[config.mk]
export PLATFORM = sky130hd
export DESIGN_NAME = sar_adc_serial_readout
export DESIGN_NICKNAME = d
export VERILOG_FILES = /design/src/core/sar_pkg.sv /design/src/core/sar_adc_serial_readout.sv
export SDC_FILE = /design/constraint.sdc
export NUM_CORES = 1
export LEC_CHECK = 0
export BUFFER_PORTS_ARGS = -buffer_cell sky130_fd_sc_hd__buf_4
export CAP_MARGIN = 20
export CORE_MARGIN = 2
export CORE_UTILIZATION = 62
export DETAILED_ROUTE_END_ITERATION = 6
export HOLD_SLACK_MARGIN = 0.08
export PLACE_DENSITY = 0.8
export SETUP_SLACK_MARGIN = 0.3
export SYNTH_ARGS = -nofsm -noshare
export SYNTH_HDL_FRONTEND = slang
export SYNTH_SLANG_ARGS = --single-unit
[constraint.sdc]
create_clock -name mclk -period 3.2 [get_ports mclk]
set_input_delay 0.32 -clock mclk [delete_from_list [all_inputs] [get_ports mclk]]
set_output_delay 0.32 -clock mclk [all_outputs]
set_load 0.05 [all_outputs]
[src/core/sar_pkg.sv]
// Constants, state codes and carrier types of the SAR converter serial readout.
// Assumes a single system clock; every pin-side value is synchronised in the core.
package sar_pkg;

  // Result word width and bit-index arithmetic.
  localparam int RES_BITS = 12;
  localparam int IDX_W = 4;
  localparam logic [IDX_W-1:0] IDX_TOP = 4'hb;
  localparam logic [IDX_W-1:0] IDX_BOTTOM = 4'h0;
  localparam logic [IDX_W-1:0] IDX_REV_FIRST = 4'h1;
  localparam logic [IDX_W-1:0] IDX_REV_END = 4'hc;
  localparam logic [IDX_W-1:0] IDX_STEP = 4'h1;

  // Reset values of the converter outputs, and the one bit that seeds the first trial code.
  localparam logic [RES_BITS-1:0] CODE_CLEAR = 12'h000;
  localparam logic [RES_BITS-1:0] CODE_ONE = 12'h001;
  localparam logic NULL_BIT = 1'b0;

  // Depth of the result buffer toward the on-chip consumer.
  localparam int FIFO_DEPTH = 16;

  // Conversion sequencer states, one-hot.
  typedef enum logic [4:0] {
    SAR_OFF    = 5'h01,
    SAR_SAMPLE = 5'h02,
    SAR_CONV   = 5'h04,
    SAR_REV    = 5'h08,
    SAR_DONE   = 5'h10
  } sar_state_t;

  // One finished conversion result.
  typedef struct packed {
    logic [RES_BITS-1:0] code;
  } sar_result_t;

endpackage

[src/core/sar_adc_serial_readout.sv]
// Digital control and serial readout of a 12-bit successive-approximation converter,
// with a result buffer that hands finished words to on-chip logic.
// Assumes select and data clock arrive from a host pin, and the comparator output from
// the analog core; all three are asynchronous to mclk and pass two flip-flops first.
`timescale 1ns/10ps
`default_nettype none

// Result buffer; the output stage is a register so that its outputs come from flops.
module sar_fifo #(
  parameter int WIDTH = 12,
  parameter int DEPTH = 16
) (
  input wire logic mclk,
  input wire logic rst_n,
  input wire logic in_valid,
  output logic in_ready,
  input wire logic [WIDTH-1:0] in_data,
  output logic out_valid,
  input wire logic out_ready,
  output logic [WIDTH-1:0] out_data
);
  localparam int PW = $clog2(DEPTH);
  localparam logic [PW:0] CNT_DEPTH = (PW+1)'(DEPTH);
  localparam logic [PW:0] CNT_ONE = (PW+1)'(1);
  localparam logic [PW-1:0] PTR_ONE = PW'(1);

  logic [WIDTH-1:0] mem [DEPTH];
  logic [PW-1:0] wr_ptr_reg;
  logic [PW-1:0] rd_ptr_reg;
  logic [PW:0] count_reg;
  logic push;
  logic pop;

  // Full stalls the writer; the output stage refills whenever it is free or being taken.
  assign in_ready = (count_reg != CNT_DEPTH);
  assign push = in_valid && in_ready;
  assign pop = (count_reg != '0) && (!out_valid || out_ready);

  // Storage array, written only on an accepted push.
  always_ff @(posedge mclk) begin
    if (push) begin
      mem[wr_ptr_reg] <= in_data;
    end
  end

  // Pointers and fill level.
  always_ff @(posedge mclk or negedge rst_n) begin
    if (!rst_n) begin
      wr_ptr_reg <= '0;
      rd_ptr_reg <= '0;
      count_reg <= '0;
    end else begin
      if (push) begin
        wr_ptr_reg <= wr_ptr_reg + PTR_ONE;
      end
      if (pop) begin
        rd_ptr_reg <= rd_ptr_reg + PTR_ONE;
      end
      if (push && !pop) begin
        count_reg <= count_reg + CNT_ONE;
      end else if (pop && !push) begin
        count_reg <= count_reg - CNT_ONE;
      end
    end
  end

  // Registered output stage.
  always_ff @(posedge mclk or negedge rst_n) begin
    if (!rst_n) begin
      out_valid <= 1'b0;
      out_data <= '0;
    end else if (pop) begin
      out_valid <= 1'b1;
      out_data <= mem[rd_ptr_reg];
    end else if (out_ready) begin
      out_valid <= 1'b0;
    end
  end
endmodule

// Summary of operation
// - Select low means operating; select high means shutdown. A select fall with the buffer full leaves the core in shutdown.
// - Every conversion yields exactly twelve result bits.
// - Each output bit is valid at the data clock rising edge.
// - Output stays off after select falls, enabled at the second clock pulse.
// - Enabled output sends one null bit, then twelve result bits.
// - The host data clock alone paces transfer and conversion steps.
// - Input is captured at conversion start, then disconnected until complete.
// - Result leaves most significant bit first.
// - Shifted bits belong to the conversion running in the same cycle.
// - Further clocks resend the result least significant bit first.
// - Each output bit is launched on a data clock falling edge.
// - Input is sampled during the first 1.5 to 2.0 clock periods.
// - After the top bit repeats, output floats and clocks are ignored.
// - A conversion starts only when select rises and then falls again.
module sar_adc_serial_readout (
  input wire logic mclk,
  input wire logic rst_n,
  input wire logic select_shutdown_n,
  input wire logic transfer_conv_clock,
  input wire logic comp_in,
  output logic serial_out,
  output logic serial_oe_n,
  output logic sample_en,
  output logic [sar_pkg::RES_BITS-1:0] dac_code,
  output logic shutdown,
  output sar_pkg::sar_result_t res_word,
  output logic res_valid,
  input wire logic res_ready
);
  import sar_pkg::*;

  logic sel_s1_reg, sel_s2_reg, sel_s3_reg;
  logic clk_s1_reg, clk_s2_reg, clk_s3_reg;
  logic comp_s1_reg, comp_s2_reg;
  logic sel_fall, clk_rise, clk_fall;
  sar_state_t state_reg;
  logic [IDX_W-1:0] bit_idx_reg;
  logic first_fall_reg;
  logic [RES_BITS-1:0] code_reg;
  logic dout_reg, oe_n_reg, sample_reg;
  logic push;
  logic fifo_in_ready;
  sar_result_t push_word;

  // Two-flop synchronisers plus a third stage used only for edge detection.
  always_ff @(posedge mclk or negedge rst_n) begin
    if (!rst_n) begin
      sel_s1_reg <= 1'b1;
      sel_s2_reg <= 1'b1;
      sel_s3_reg <= 1'b1;
      clk_s1_reg <= 1'b0;
      clk_s2_reg <= 1'b0;
      clk_s3_reg <= 1'b0;
      comp_s1_reg <= 1'b0;
      comp_s2_reg <= 1'b0;
    end else begin
      sel_s1_reg <= select_shutdown_n;
      sel_s2_reg <= sel_s1_reg;
      sel_s3_reg <= sel_s2_reg;
      clk_s1_reg <= transfer_conv_clock;
      clk_s2_reg <= clk_s1_reg;
      clk_s3_reg <= clk_s2_reg;
      comp_s1_reg <= comp_in;
      comp_s2_reg <= comp_s1_reg;
    end
  end

  // Conversion and transfer steps are keyed to a data clock edge, the start to a select fall; mclk only samples them.
  assign clk_rise = clk_s2_reg && !clk_s3_reg;
  assign clk_fall = !clk_s2_reg && clk_s3_reg;
  assign sel_fall = !sel_s2_reg && sel_s3_reg;

  // The finished word is pushed at the fall that launches the bottom bit; a start without room is refused.
  assign push = (state_reg == SAR_CONV) && clk_fall && !sel_s2_reg && (bit_idx_reg == IDX_BOTTOM);
  assign push_word.code = code_reg;

  // Sequencer, serial output and successive-approximation register.
  always_ff @(posedge mclk or negedge rst_n) begin
    if (!rst_n) begin
      state_reg <= SAR_OFF;
      bit_idx_reg <= IDX_TOP;
      first_fall_reg <= 1'b0;
      code_reg <= CODE_CLEAR;
      dout_reg <= NULL_BIT;
      oe_n_reg <= 1'b1;
      sample_reg <= 1'b0;
    end else if (sel_s2_reg) begin
      state_reg <= SAR_OFF;
      oe_n_reg <= 1'b1;
      sample_reg <= 1'b0;
    end else begin
      case (state_reg)
        SAR_OFF: begin
          if (sel_fall && fifo_in_ready) begin
            state_reg <= SAR_SAMPLE;
            sample_reg <= 1'b1;
            first_fall_reg <= 1'b0;
            code_reg <= CODE_CLEAR;
          end
        end
        SAR_SAMPLE: begin
          if (clk_fall) begin
            first_fall_reg <= 1'b1;
            if (first_fall_reg) begin
              state_reg <= SAR_CONV;
              sample_reg <= 1'b0;
              oe_n_reg <= 1'b0;
              dout_reg <= NULL_BIT;
              bit_idx_reg <= IDX_TOP;
              code_reg <= CODE_ONE << IDX_TOP;
            end
          end
        end
        SAR_CONV: begin
          // A rise keeps or drops the trial bit and sets the next trial bit.
          if (clk_rise) begin
            code_reg[bit_idx_reg] <= comp_s2_reg;
            if (bit_idx_reg != IDX_BOTTOM) begin
              code_reg[bit_idx_reg - IDX_STEP] <= 1'b1;
            end
          end else if (clk_fall) begin
            dout_reg <= code_reg[bit_idx_reg];
            if (bit_idx_reg == IDX_BOTTOM) begin
              state_reg <= SAR_REV;
              bit_idx_reg <= IDX_REV_FIRST;
            end else begin
              bit_idx_reg <= bit_idx_reg - IDX_STEP;
            end
          end
        end
        SAR_REV: begin
          if (clk_fall) begin
            if (bit_idx_reg == IDX_REV_END) begin
              state_reg <= SAR_DONE;
              oe_n_reg <= 1'b1;
            end else begin
              dout_reg <= code_reg[bit_idx_reg];
              bit_idx_reg <= bit_idx_reg + IDX_STEP;
            end
          end
        end
        SAR_DONE: begin
          oe_n_reg <= 1'b1;
        end
        default: begin
          state_reg <= SAR_OFF;
          oe_n_reg <= 1'b1;
        end
      endcase
    end
  end

  // Shutdown flag follows the sequencer one cycle later, as a registered output.
  always_ff @(posedge mclk or negedge rst_n) begin
    if (!rst_n) begin
      shutdown <= 1'b1;
    end else begin
      shutdown <= (state_reg == SAR_OFF);
    end
  end

  assign serial_out = dout_reg;
  assign serial_oe_n = oe_n_reg;
  assign sample_en = sample_reg;
  assign dac_code = code_reg;

  // Result buffer; a full buffer holds off the next conversion rather than lose a word.
  sar_fifo #(
    .WIDTH($bits(sar_result_t)),
    .DEPTH(FIFO_DEPTH)
  ) u_fifo (
    .mclk(mclk),
    .rst_n(rst_n),
    .in_valid(push),
    .in_ready(fifo_in_ready),
    .in_data(push_word),
    .out_valid(res_valid),
    .out_ready(res_ready),
    .out_data(res_word)
  );
endmodule

`default_nettype wire

==> flow_metrics.env, run 1 <==
export IMPL_min_period_ns=2.808
export IMPL_worstMarginPinSlew_ns=0.8386
export IMPL_gr_total_overflow=0
export IMPL_synth_area_mm2=0.01067
export IMPL_status="finished, final reports clean"
export IMPL_clkSinkCount=252
export IMPL_antenna_found_initial=0
export IMPL_clock_skew_ns=0.01171
export IMPL_leakagePower_uw=0.004869
export IMPL_min_path_type="primary input to flop"
export IMPL_crit_fanout=5
export IMPL_ys_seq_area_frac=0.6823
export IMPL_diodes=0
export IMPL_ys_ff_latch=252
export IMPL_drt_iter0_drc=468
export IMPL_synth_edff_count=192
export IMPL_synth_cell_type_count=69
export IMPL_cap_viol_max_count=0
export IMPL_hold_viol=0
export IMPL_rsz0062_at_grt="no"
export IMPL_drtAntennaViolNets=0
export IMPL_totalNegativeSetupSlack_ns=0
export IMPL_grt_pass1_wl_um=37850
export IMPL_largest_register="u_fifo.mem"
export IMPL_max_slew_margin=0.4410
export IMPL_firstDrtPassIters=7
export IMPL_wl_um=24580
export IMPL_setup_viol=0
export IMPL_portBuffers=34
export IMPL_via_per_inst=6.505
export IMPL_slew_viol_final=0
export IMPL_row_count=47
export IMPL_first_global_vias=6402
export IMPL_wire_per_inst_um=25.95
export IMPL_fin_util=0.7447
export IMPL_post_dp_cell_area_mm2=0.01137
export IMPL_synth_area_leaders="edfxtp_1 54%, dfrtp_1 12%, mux4_2 11%"
export IMPL_final_cell_mix="192 x edfxtp_1, 77 x buf_4, 52 x mux4_2"
export IMPL_start_util=0.6387
export IMPL_crit_arrival_ns=3.21
export IMPL_fill_cells=980
export IMPL_dieHeight_um=135.2
export IMPL_final_common_cell="edfxtp_1"
export IMPL_synth_nets=653
export IMPL_cts_max_level=1
export IMPL_yosys_warnings=0
export IMPL_clock_latency_ns=0.52
export IMPL_root_buffer="clkbuf_16"
export IMPL_pin_count=35
export IMPL_nets=730
export IMPL_vdd_drop_max_mv=0.5123
export IMPL_drcViolationCount=0
export IMPL_crit_type="flop to flop"
export IMPL_grt_max_degree=61
export IMPL_synth_top_cell_area_share=0.5405
export IMPL_syn_inst=630
export IMPL_area_growth_pct=16.58
export IMPL_numCtsBuffers=26
export IMPL_cts_buffer_depth=3
export IMPL_powerDensity_mw_per_mm2=829.8
export IMPL_start_kind="flop"
export IMPL_ys_flop_type="edfxtp_1"
export IMPL_largest_reg_flops=192
export IMPL_die_area_mm2=0.01827
export IMPL_fin_crit_sh=0.8774
export IMPL_max_freq_ghz=0.3562
export IMPL_grt_use_total=0.2820
export IMPL_clk_pin_slew_worst_paths_ns=0.06
export IMPL_ys_async_sr_fraction=0.2381
export IMPL_die_width_um=135.2
export IMPL_place_congestion=0.9714
export IMPL_vias=6160
export IMPL_post_dp_hpwl_um=15100
export IMPL_drive_gt1_frac=0.3054
export IMPL_end_kind="flop"
export IMPL_cts_tree="done"
export IMPL_yosys_area_top_type="edfxtp_1"
export IMPL_final_area_mm2=0.01244
export IMPL_synth_avg_cell_area_um2=16.93
export IMPL_core_mm2=0.01670
export IMPL_critical_path_required_ns=3.60
==> synth_stat cells (all sizes together) (3+ instances only) <==
| master | count |
|---|---|
| a21boi | 3 |
| o21ai | 17 |
| dfrtp | 51 |
| a31oi | 5 |
| o221ai | 11 |
| nand2b | 4 |
| nor2 | 31 |
| nand4 | 4 |
| or2 | 3 |
| dfstp | 9 |
| mux2 | 5 |
| xnor2 | 10 |
| o31ai | 4 |
| a211oi | 3 |
| ha | 16 |
| a22o | 9 |
| buf | 18 |
| clkbuf | 14 |
| mux4 | 52 |
| inv | 13 |
| o31a | 3 |
| mux2i | 30 |
| a2bb2oi | 3 |
| nor2b | 5 |
| edfxtp | 192 |
| nor3b | 3 |
| nand3 | 6 |
| nand2 | 48 |
| o22a | 3 |
| a21oi | 9 |
| and3 | 3 |
| nor3 | 9 |
| a21o | 4 |
==> metal layers <==
layer	track usage	routed length, µm
met1	0.3611	9276
met2	0.5023	13010
met3	0.04190	1540
met4	0.09086	746
met5	0	0
==> path summary, 6_finish.rpt <==
path | start | to | slack (ns) | depth (start not counted)
max in group asynchronous | rst_n | u_fifo.rd_ptr_reg[0]$_DFFE_PN0P_ | 2.17 | 2
min reg2reg | comp_s1_reg$_DFF_PN0_ | comp_s2_reg$_DFF_PN0_ | 0.35 | 0
max | u_fifo.count_reg[0]$_DFFE_PN0P_ | u_fifo.count_reg[4]$_DFFE_PN0P_ | 0.39 | 12
max reg2reg | u_fifo.count_reg[0]$_DFFE_PN0P_ | u_fifo.count_reg[4]$_DFFE_PN0P_ | 0.39 | 12
min | res_ready | u_fifo.out_valid$_DFFE_PN0P_ | 0.1 | 3
min in group asynchronous | rst_n | u_fifo.out_data[8]$_DFFE_PN0P_ | 0.43 | 2
==> cells by family after synthesis <==
family | count (synthesis) | synth area share
adder cells (fa/ha/maj) | 17 | 0.02064
AND/OR/NAND/NOR | 125 | 0.05841
AO/OA/AOI/OAI | 92 | 0.06697
XOR/XNOR | 12 | 0.009852
multiplexers | 87 | 0.1432
flip-flops | 252 | 0.6823
buffers and inverters | 45 | 0.01865
==> final cells by class <==
| class | count | area, µm² | area share |
|---|---|---|---|
| clock buffer | 34 | 752.0 | 0.06046 |
| timing repair buffer | 81 | 618.1 | 0.04970 |
| sequential | 252 | 7284 | 0.5857 |
| multi-input combinational | 333 | 3227 | 0.2595 |
| tap | 220 | 275.3 | 0.02213 |
| clock inverter | 14 | 231.5 | 0.01861 |
| inverter | 13 | 48.80 | 0.003924 |
==> critical path: stages (launching register included) <==
cell and delay [ns]:
dfrtp_2 0.46, or4_1 0.54, nor2_2 0.13, nor2b_2 0.08, inv_2 0.06, ha_2 0.17
inv_1 0.10, fa_1 0.44, a21o_1 0.20, a21oi_2 0.15, xnor2_1 0.14, nor2_1 0.07
xor2_1 0.13
==> report_power, final <==
| group | switching, µW | internal, µW |
|---|---|---|
| logic | 1570 | 1150 |
| registers | 440 | 3780 |
| clock network | 1240 | 2140 |
==> repair_timing <==
action	in CTS	in global routing
hold buffers	4	0
buffers inserted	0	3
setup endpoints to repair	0	1
hold endpoints to repair	54	0
resized for setup	0	6
==> stage by stage <==
step	setup WS, ns	total power, µW	hold WS [ns]	instances
finish	0.3924	10320	0.09667	947
global placement	0.4608	6835	0.3326	892
detailed placement	0.3791	6924	0.3394	892
CTS	0.3617	10320	0.08485	944
global route	0.2579	10690	0.09808	947
floorplan	0.3171	6174	0.02441	630
No activity file was read; power rests on OpenSTA's default activity.
==> inputs of run 2 (changes only) <==
--- a/config.mk
+++ b/config.mk
@@ -7,11 +7,10 @@
 export LEC_CHECK = 0
 export BUFFER_PORTS_ARGS = -buffer_cell sky130_fd_sc_hd__buf_4
 export CAP_MARGIN = 20
-export CORE_MARGIN = 2
-export CORE_UTILIZATION = 62
+export CORE_MARGIN = 4
+export CORE_UTILIZATION = 32
 export DETAILED_ROUTE_END_ITERATION = 6
 export HOLD_SLACK_MARGIN = 0.08
-export PLACE_DENSITY = 0.8
 export SETUP_SLACK_MARGIN = 0.3
 export SYNTH_ARGS = -nofsm -noshare
 export SYNTH_HDL_FRONTEND = slang
==> run 2 against run 1 <==
Effect of this change: utilization shrank 36 points; flip-flop and latch count is the same; clock skew grew 0.011 ns; non-clock buffer count shrank 6; register-to-register slack gained 0.04 ns; die area grew 99%; hold slack gained 0.052 ns; global-route usage shrank 16 points; combinational power grew 3%.
==> flow_metrics.env, run 2 (synthesis results as in run 1) <==
export IMPL_cap_viol_max_count=0
export IMPL_row_count=66
export IMPL_status="finished, final reports clean"
export IMPL_clock_skew_ns=0.02277
export IMPL_grt_max_degree=61
export IMPL_clkSinkCount=252
export IMPL_pin_count=35
export IMPL_max_stage_delay_ns=0.55
export IMPL_vias=5837
export IMPL_fin_crit_sh=0.8647
export IMPL_portBuffers=34
export IMPL_hold_viol=0
export IMPL_clock_latency_ns=0.54
export IMPL_die_width_um=190.6
export IMPL_max_freq_ghz=0.3614
export IMPL_firstDrtPassIters=5
export IMPL_totalNegativeSetupSlack_ns=0
export IMPL_min_period_ns=2.767
export IMPL_drive_gt1_frac=0.2936
export IMPL_crit_fanout=5
export IMPL_first_global_vias=6037
export IMPL_final_common_cell="edfxtp_1"
export IMPL_end_kind="flop"
export IMPL_crit_type="flop to flop"
export IMPL_post_dp_hpwl_um=14420
export IMPL_grt_use_total=0.1269
export IMPL_worst_path_buf_inv=2
export IMPL_cts_buffer_depth=3
export IMPL_vdd_drop_max_mv=0.4221
export IMPL_worstMarginPinSlew_ns=0.8671
export IMPL_nets=725
export IMPL_dieHeight_um=190.6
export IMPL_cts_tree="done"
export IMPL_max_slew_margin=0.4219
export IMPL_numCtsBuffers=27
export IMPL_final_cell_mix="192 x edfxtp_1, 69 x buf_4, 52 x mux4_2"
export IMPL_core_mm2=0.03270
export IMPL_critical_path_required_ns=3.61
export IMPL_hold_slack_ns=0.1483
export IMPL_die_area_mm2=0.03632
export IMPL_path_cells="or4_1, nor2_2, nor2b_2, inv_2, ha_2, inv_1, fa_1, a21o_1, a21oi_2, xnor2_1, nor2_1, xor2_1"
export IMPL_drt_iter0_drc=517
export IMPL_leakagePower_uw=0.004821
export IMPL_crit_arrival_ns=3.18
export IMPL_gr_total_overflow=0
export IMPL_cts_max_level=1
export IMPL_start_util=0.3262
export IMPL_wl_um=23010
export IMPL_area_growth_pct=18.79
export IMPL_drcViolationCount=0
export IMPL_largest_register="u_fifo.mem"
export IMPL_drtAntennaViolNets=0
export IMPL_largest_reg_flops=192
export IMPL_fin_util=0.3875
export IMPL_root_buffer="clkbuf_16"
export IMPL_worst_path_max_delay_cell="or4_1"
export IMPL_path_delay_family="simple AND/OR/NAND/NOR gates"
export IMPL_wire_per_inst_um=19.77
export IMPL_min_path_type="primary input to flop"
export IMPL_clk_pin_slew_worst_paths_ns=0.06
export IMPL_setup_viol=0
export IMPL_start_kind="flop"
export IMPL_finalPower_uw=10260
export IMPL_antenna_found_initial=0
export IMPL_diodes=0
export IMPL_powerDensity_mw_per_mm2=810.0
export IMPL_rsz0062_at_grt="no"
export IMPL_grt_pass1_wl_um=36070
export IMPL_place_congestion=0.8249
export IMPL_slew_viol_final=0
export IMPL_via_per_inst=5.015
[run 2: changes by cell type in the layout (fill, tap and decap cells not counted), sizes merged]
| cell | delta |
|---|---|
| inv | +1 |
| clkinv | -3 |
| buf | -6 |
| clkbuf | +2 |
| bufinv | -1 |
| clkinvlp | +2 |
[run 2: metrics by stage]
step | area (µm²) | cells | setup WS, ns
after CTS | 12620 | 1159 | 0.3520
after global routing | 12670 | 1164 | 0.2894
after global placement | 11620 | 1106 | 0.4408
after detailed placement | 11620 | 1106 | 0.3608
after floorplan | 10680 | 630 | 0.3171
final | 12670 | 1164 | 0.4330
[run 2: worst paths after layout]
path | from | to | slack, ns | cells past startpoint
max | u_fifo.count_reg[1]$_DFFE_PN0P_ | u_fifo.count_reg[4]$_DFFE_PN0P_ | 0.43 | 12
min | res_ready | u_fifo.out_valid$_DFFE_PN0P_ | 0.15 | 3
max reg2reg | u_fifo.count_reg[1]$_DFFE_PN0P_ | u_fifo.count_reg[4]$_DFFE_PN0P_ | 0.43 | 12
min reg2reg | comp_s1_reg$_DFF_PN0_ | comp_s2_reg$_DFF_PN0_ | 0.35 | 0
max in group asynchronous | rst_n | u_fifo.rd_ptr_reg[0]$_DFFE_PN0P_ | 2.12 | 2
min in group asynchronous | rst_n | state_reg[3]$_DFFE_PN0P_ | 0.44 | 2
[run 2: cell type report]
class	count	area [µm²]
well taps	442	553.0
clock inverters	13	211.5
fillers	3015	20030
multi-input cells	333	3227
inverters	13	48.80
repair buffers	75	598.1
flip-flops and latches	252	7284
clock buffers	36	749.5
[run 2: layer usage]
metal / GRT usage / wire length [µm] / vias to the layer above
met5: 0 / 0 / -
met4: 0.02901 / 439 / 0
met3: 0.01922 / 990 / 34
met2: 0.2030 / 10920 / 127
met1: 0.1845 / 10660 / 3045
li1: - / - / 2631
[run 2: tightest hold or removal path, stage by stage]
cell and delay (ns):
buf_4 0.07, nand2b_1 0.15, nand2_1 0.09
[run 2: report_power, final]
part,internal (µW),switching (µW)
registers,3780,376
clock network,2060,1260
logic,1170,1620
total,7010,3250
[run 2: what timing repair did]
item                       CTS  global route
hold endpoints to repair    54             0
hold buffers                 4             0
resized for setup            0             6
setup endpoints to repair    0             1
buffers inserted             0             5
==> inputs of run 3 (changes only) <==
==> constraint.sdc (replaced) <==
create_clock -name mclk -period 2.3 [get_ports mclk]
set_input_delay 0.23 -clock mclk [delete_from_list [all_inputs] [get_ports mclk]]
set_output_delay 0.23 -clock mclk [all_outputs]
set_load 0.05 [all_outputs]
==> run 3 against run 2 <==
Effect of this change: the run now ends with negative setup slack left; fmax increased by 13%; first-iteration DRC count fell by 26%; final cell count grew 7.5%; critical path type unchanged.
==> flow_metrics.env, run 3 (synthesis results as in run 1) <==
export IMPL_pin_count=35
export IMPL_core_mm2=0.03270
export IMPL_final_cell_mix="192 x edfxtp_1, 104 x buf_4, 52 x mux4_2"
export IMPL_wl_um=25580
export IMPL_start_util=0.3262
export IMPL_vdd_drop_max_mv=0.5641
export IMPL_clock_latency_ns=0.54
export IMPL_largest_register="u_fifo.mem"
export IMPL_cts_tree="done"
export IMPL_crit_arrival_ns=2.84
export IMPL_area_growth_pct=31.43
export IMPL_powerDensity_mw_per_mm2=1029
export IMPL_reg2reg_from="u_fifo.count_reg[1]$_DFFE_PN0P_"
export IMPL_clock_skew_ns=0.01915
export IMPL_startpoint="u_fifo.count_reg[1]$_DFFE_PN0P_"
export IMPL_rsz0062_at_grt="yes"
export IMPL_first_global_vias=6504
export IMPL_r2r_end="u_fifo.count_reg[4]$_DFFE_PN0P_"
export IMPL_r2r_setup_slack_ns=-0.14
export IMPL_cts_buffer_depth=3
export IMPL_nets=812
export IMPL_drtAntennaViolNets=0
export IMPL_drive_gt1_frac=0.4067
export IMPL_max_freq_ghz=0.4095
export IMPL_hold_slack_ns=0.3406
export IMPL_finalPower_uw=14430
export IMPL_dieHeight_um=190.6
export IMPL_firstDrtPassIters=4
export IMPL_clkSinkCount=252
export IMPL_status="finished, violations left"
export IMPL_min_path_type="primary input to async pin"
export IMPL_via_per_inst=4.993
export IMPL_portBuffers=34
export IMPL_drcViolationCount=0
export IMPL_setup_viol=126
export IMPL_row_count=66
export IMPL_post_dp_hpwl_um=15290
export IMPL_max_slew_margin=0.4094
export IMPL_die_area_mm2=0.03632
export IMPL_rr_worst_depth=12
export IMPL_slew_viol_final=0
export IMPL_die_width_um=190.6
export IMPL_finalWorstSetupSlack_ns=-0.1422
export IMPL_cts_max_level=1
export IMPL_final_common_cell="edfxtp_1"
export IMPL_wire_per_inst_um=20.45
export IMPL_fin_cells=1251
export IMPL_grt_use_total=0.1417
export IMPL_max_stage_delay_ns=0.52
export IMPL_grt_max_degree=61
export IMPL_crit_fanout=3
export IMPL_hold_viol=0
export IMPL_worstSetupEndpoint="u_fifo.count_reg[4]$_DFFE_PN0P_"
export IMPL_path_cells="or4_4, nor2_4, nor2b_2, inv_2, ha_4, inv_4, fa_2, a21o_1, a21oi_2, xnor2_1, nor2_1, xor2_1"
export IMPL_grt_pass1_wl_um=39640
export IMPL_largest_reg_flops=192
export IMPL_critical_path_required_ns=2.69
export IMPL_min_period_ns=2.442
export IMPL_drt_iter0_drc=385
export IMPL_place_congestion=0.7556
export IMPL_gr_total_overflow=0
export IMPL_worst_path_max_delay_cell="or4_4"
export IMPL_worstMarginPinSlew_ns=0.8860
export IMPL_violations="negative setup slack"
export IMPL_dpl_cell_count=1155
export IMPL_crit_type="flop to flop"
export IMPL_vias=6246
export IMPL_start_kind="flop"
export IMPL_end_kind="flop"
export IMPL_leakagePower_uw=0.005383
export IMPL_numCtsBuffers=26
export IMPL_root_buffer="clkbuf_16"
export IMPL_cap_viol_max_count=0
export IMPL_clk_pin_slew_worst_paths_ns=0.06
export IMPL_diodes=0
export IMPL_antenna_found_initial=0
export IMPL_fin_crit_sh=1.062
## run 3: cell count changes in the layout (fill, tap and decap cells not counted), sizes merged
cell	before	now
buf	71	151
bufinv	5	2
clkinv	4	14
clkinvlp	2	1
dlygate4sd3	4	5
inv	15	14
or2	3	4
## run 3: power breakdown
part / switching, µW / internal (µW) / total, µW
clock: 1740 / 2390 / 4130
combinational: 2690 / 2070 / 4760
sequential: 267 / 5270 / 5530
total: 4700 / 9730 / 14400
## run 3: routing by layer
metal	up-vias	wire, µm	GRT usage
met5	-	0	0
met4	0	483	0.03204
met3	35	886	0.02069
met2	122	13020	0.2452
met1	3272	11190	0.1907
li1	2817	-	-
## run 3: worst min path at each step
stage	startpoint	to	slack, ns
global route	transfer_conv_clock	clk_s1_reg$_DFF_PN0_	0.36
global placement	clk_s1_reg$_DFF_PN0_	clk_s2_reg$_DFF_PN0_	0.33
floorplan	rst_n	bit_idx_reg[2]$_DFFE_PN0P_	-0.07
CTS	transfer_conv_clock	clk_s1_reg$_DFF_PN0_	0.34
detailed placement	select_shutdown_n	sel_s1_reg$_DFF_PN1_	0.34
finish	rst_n	comp_s1_reg$_DFF_PN0_	0.34
## run 3: final cells by class
cell class / count / area (µm²)
Clock buffer: 30 / 695.7
Clock inverter: 18 / 150.1
Fill cell: 2962 / 18680
Inverter: 13 / 58.81
Multi-Input combinational cell: 334 / 3525
Sequential cell: 252 / 7287
Tap cell: 442 / 553.0
Timing Repair Buffer: 162 / 1752
## run 3: worst max-delay path: cells and delay by family (launching register included)
kind                     cells  cell delay [ns]
AO/OA/AOI/OAI                2             0.31
adder cells (fa/ha/maj)      2             0.47
flip-flops                   1             0.40
AND/OR/NAND/NOR              4             0.74
XOR/XNOR                     2             0.27
buffers and inverters        2             0.11
## run 3: repair_timing
action,in CTS,in global routing
setup buffers,28,6
gates cloned,9,0
gates resized for setup,47,23
endpoints found under the setup margin,223,230
hold endpoints to repair,55,0
hold buffers,5,0
pin swaps,15,13
## run 3: per-stage QoR
stage / setup WS (ns) / util / instance area [µm²] / setup TNS (ns)
after floorplan: -0.3933 / - / 10920 / -5.515
after global routing: -0.2741 / 0.4288 / 14020 / -18.06
after global placement: -0.1832 / 0.3791 / 12400 / -0.2628
after CTS: -0.1544 / 0.4252 / 13900 / -5.086
final: -0.1422 / 0.4288 / 14020 / -5.556
after detailed placement: -0.2274 / 0.3791 / 12400 / -0.3476
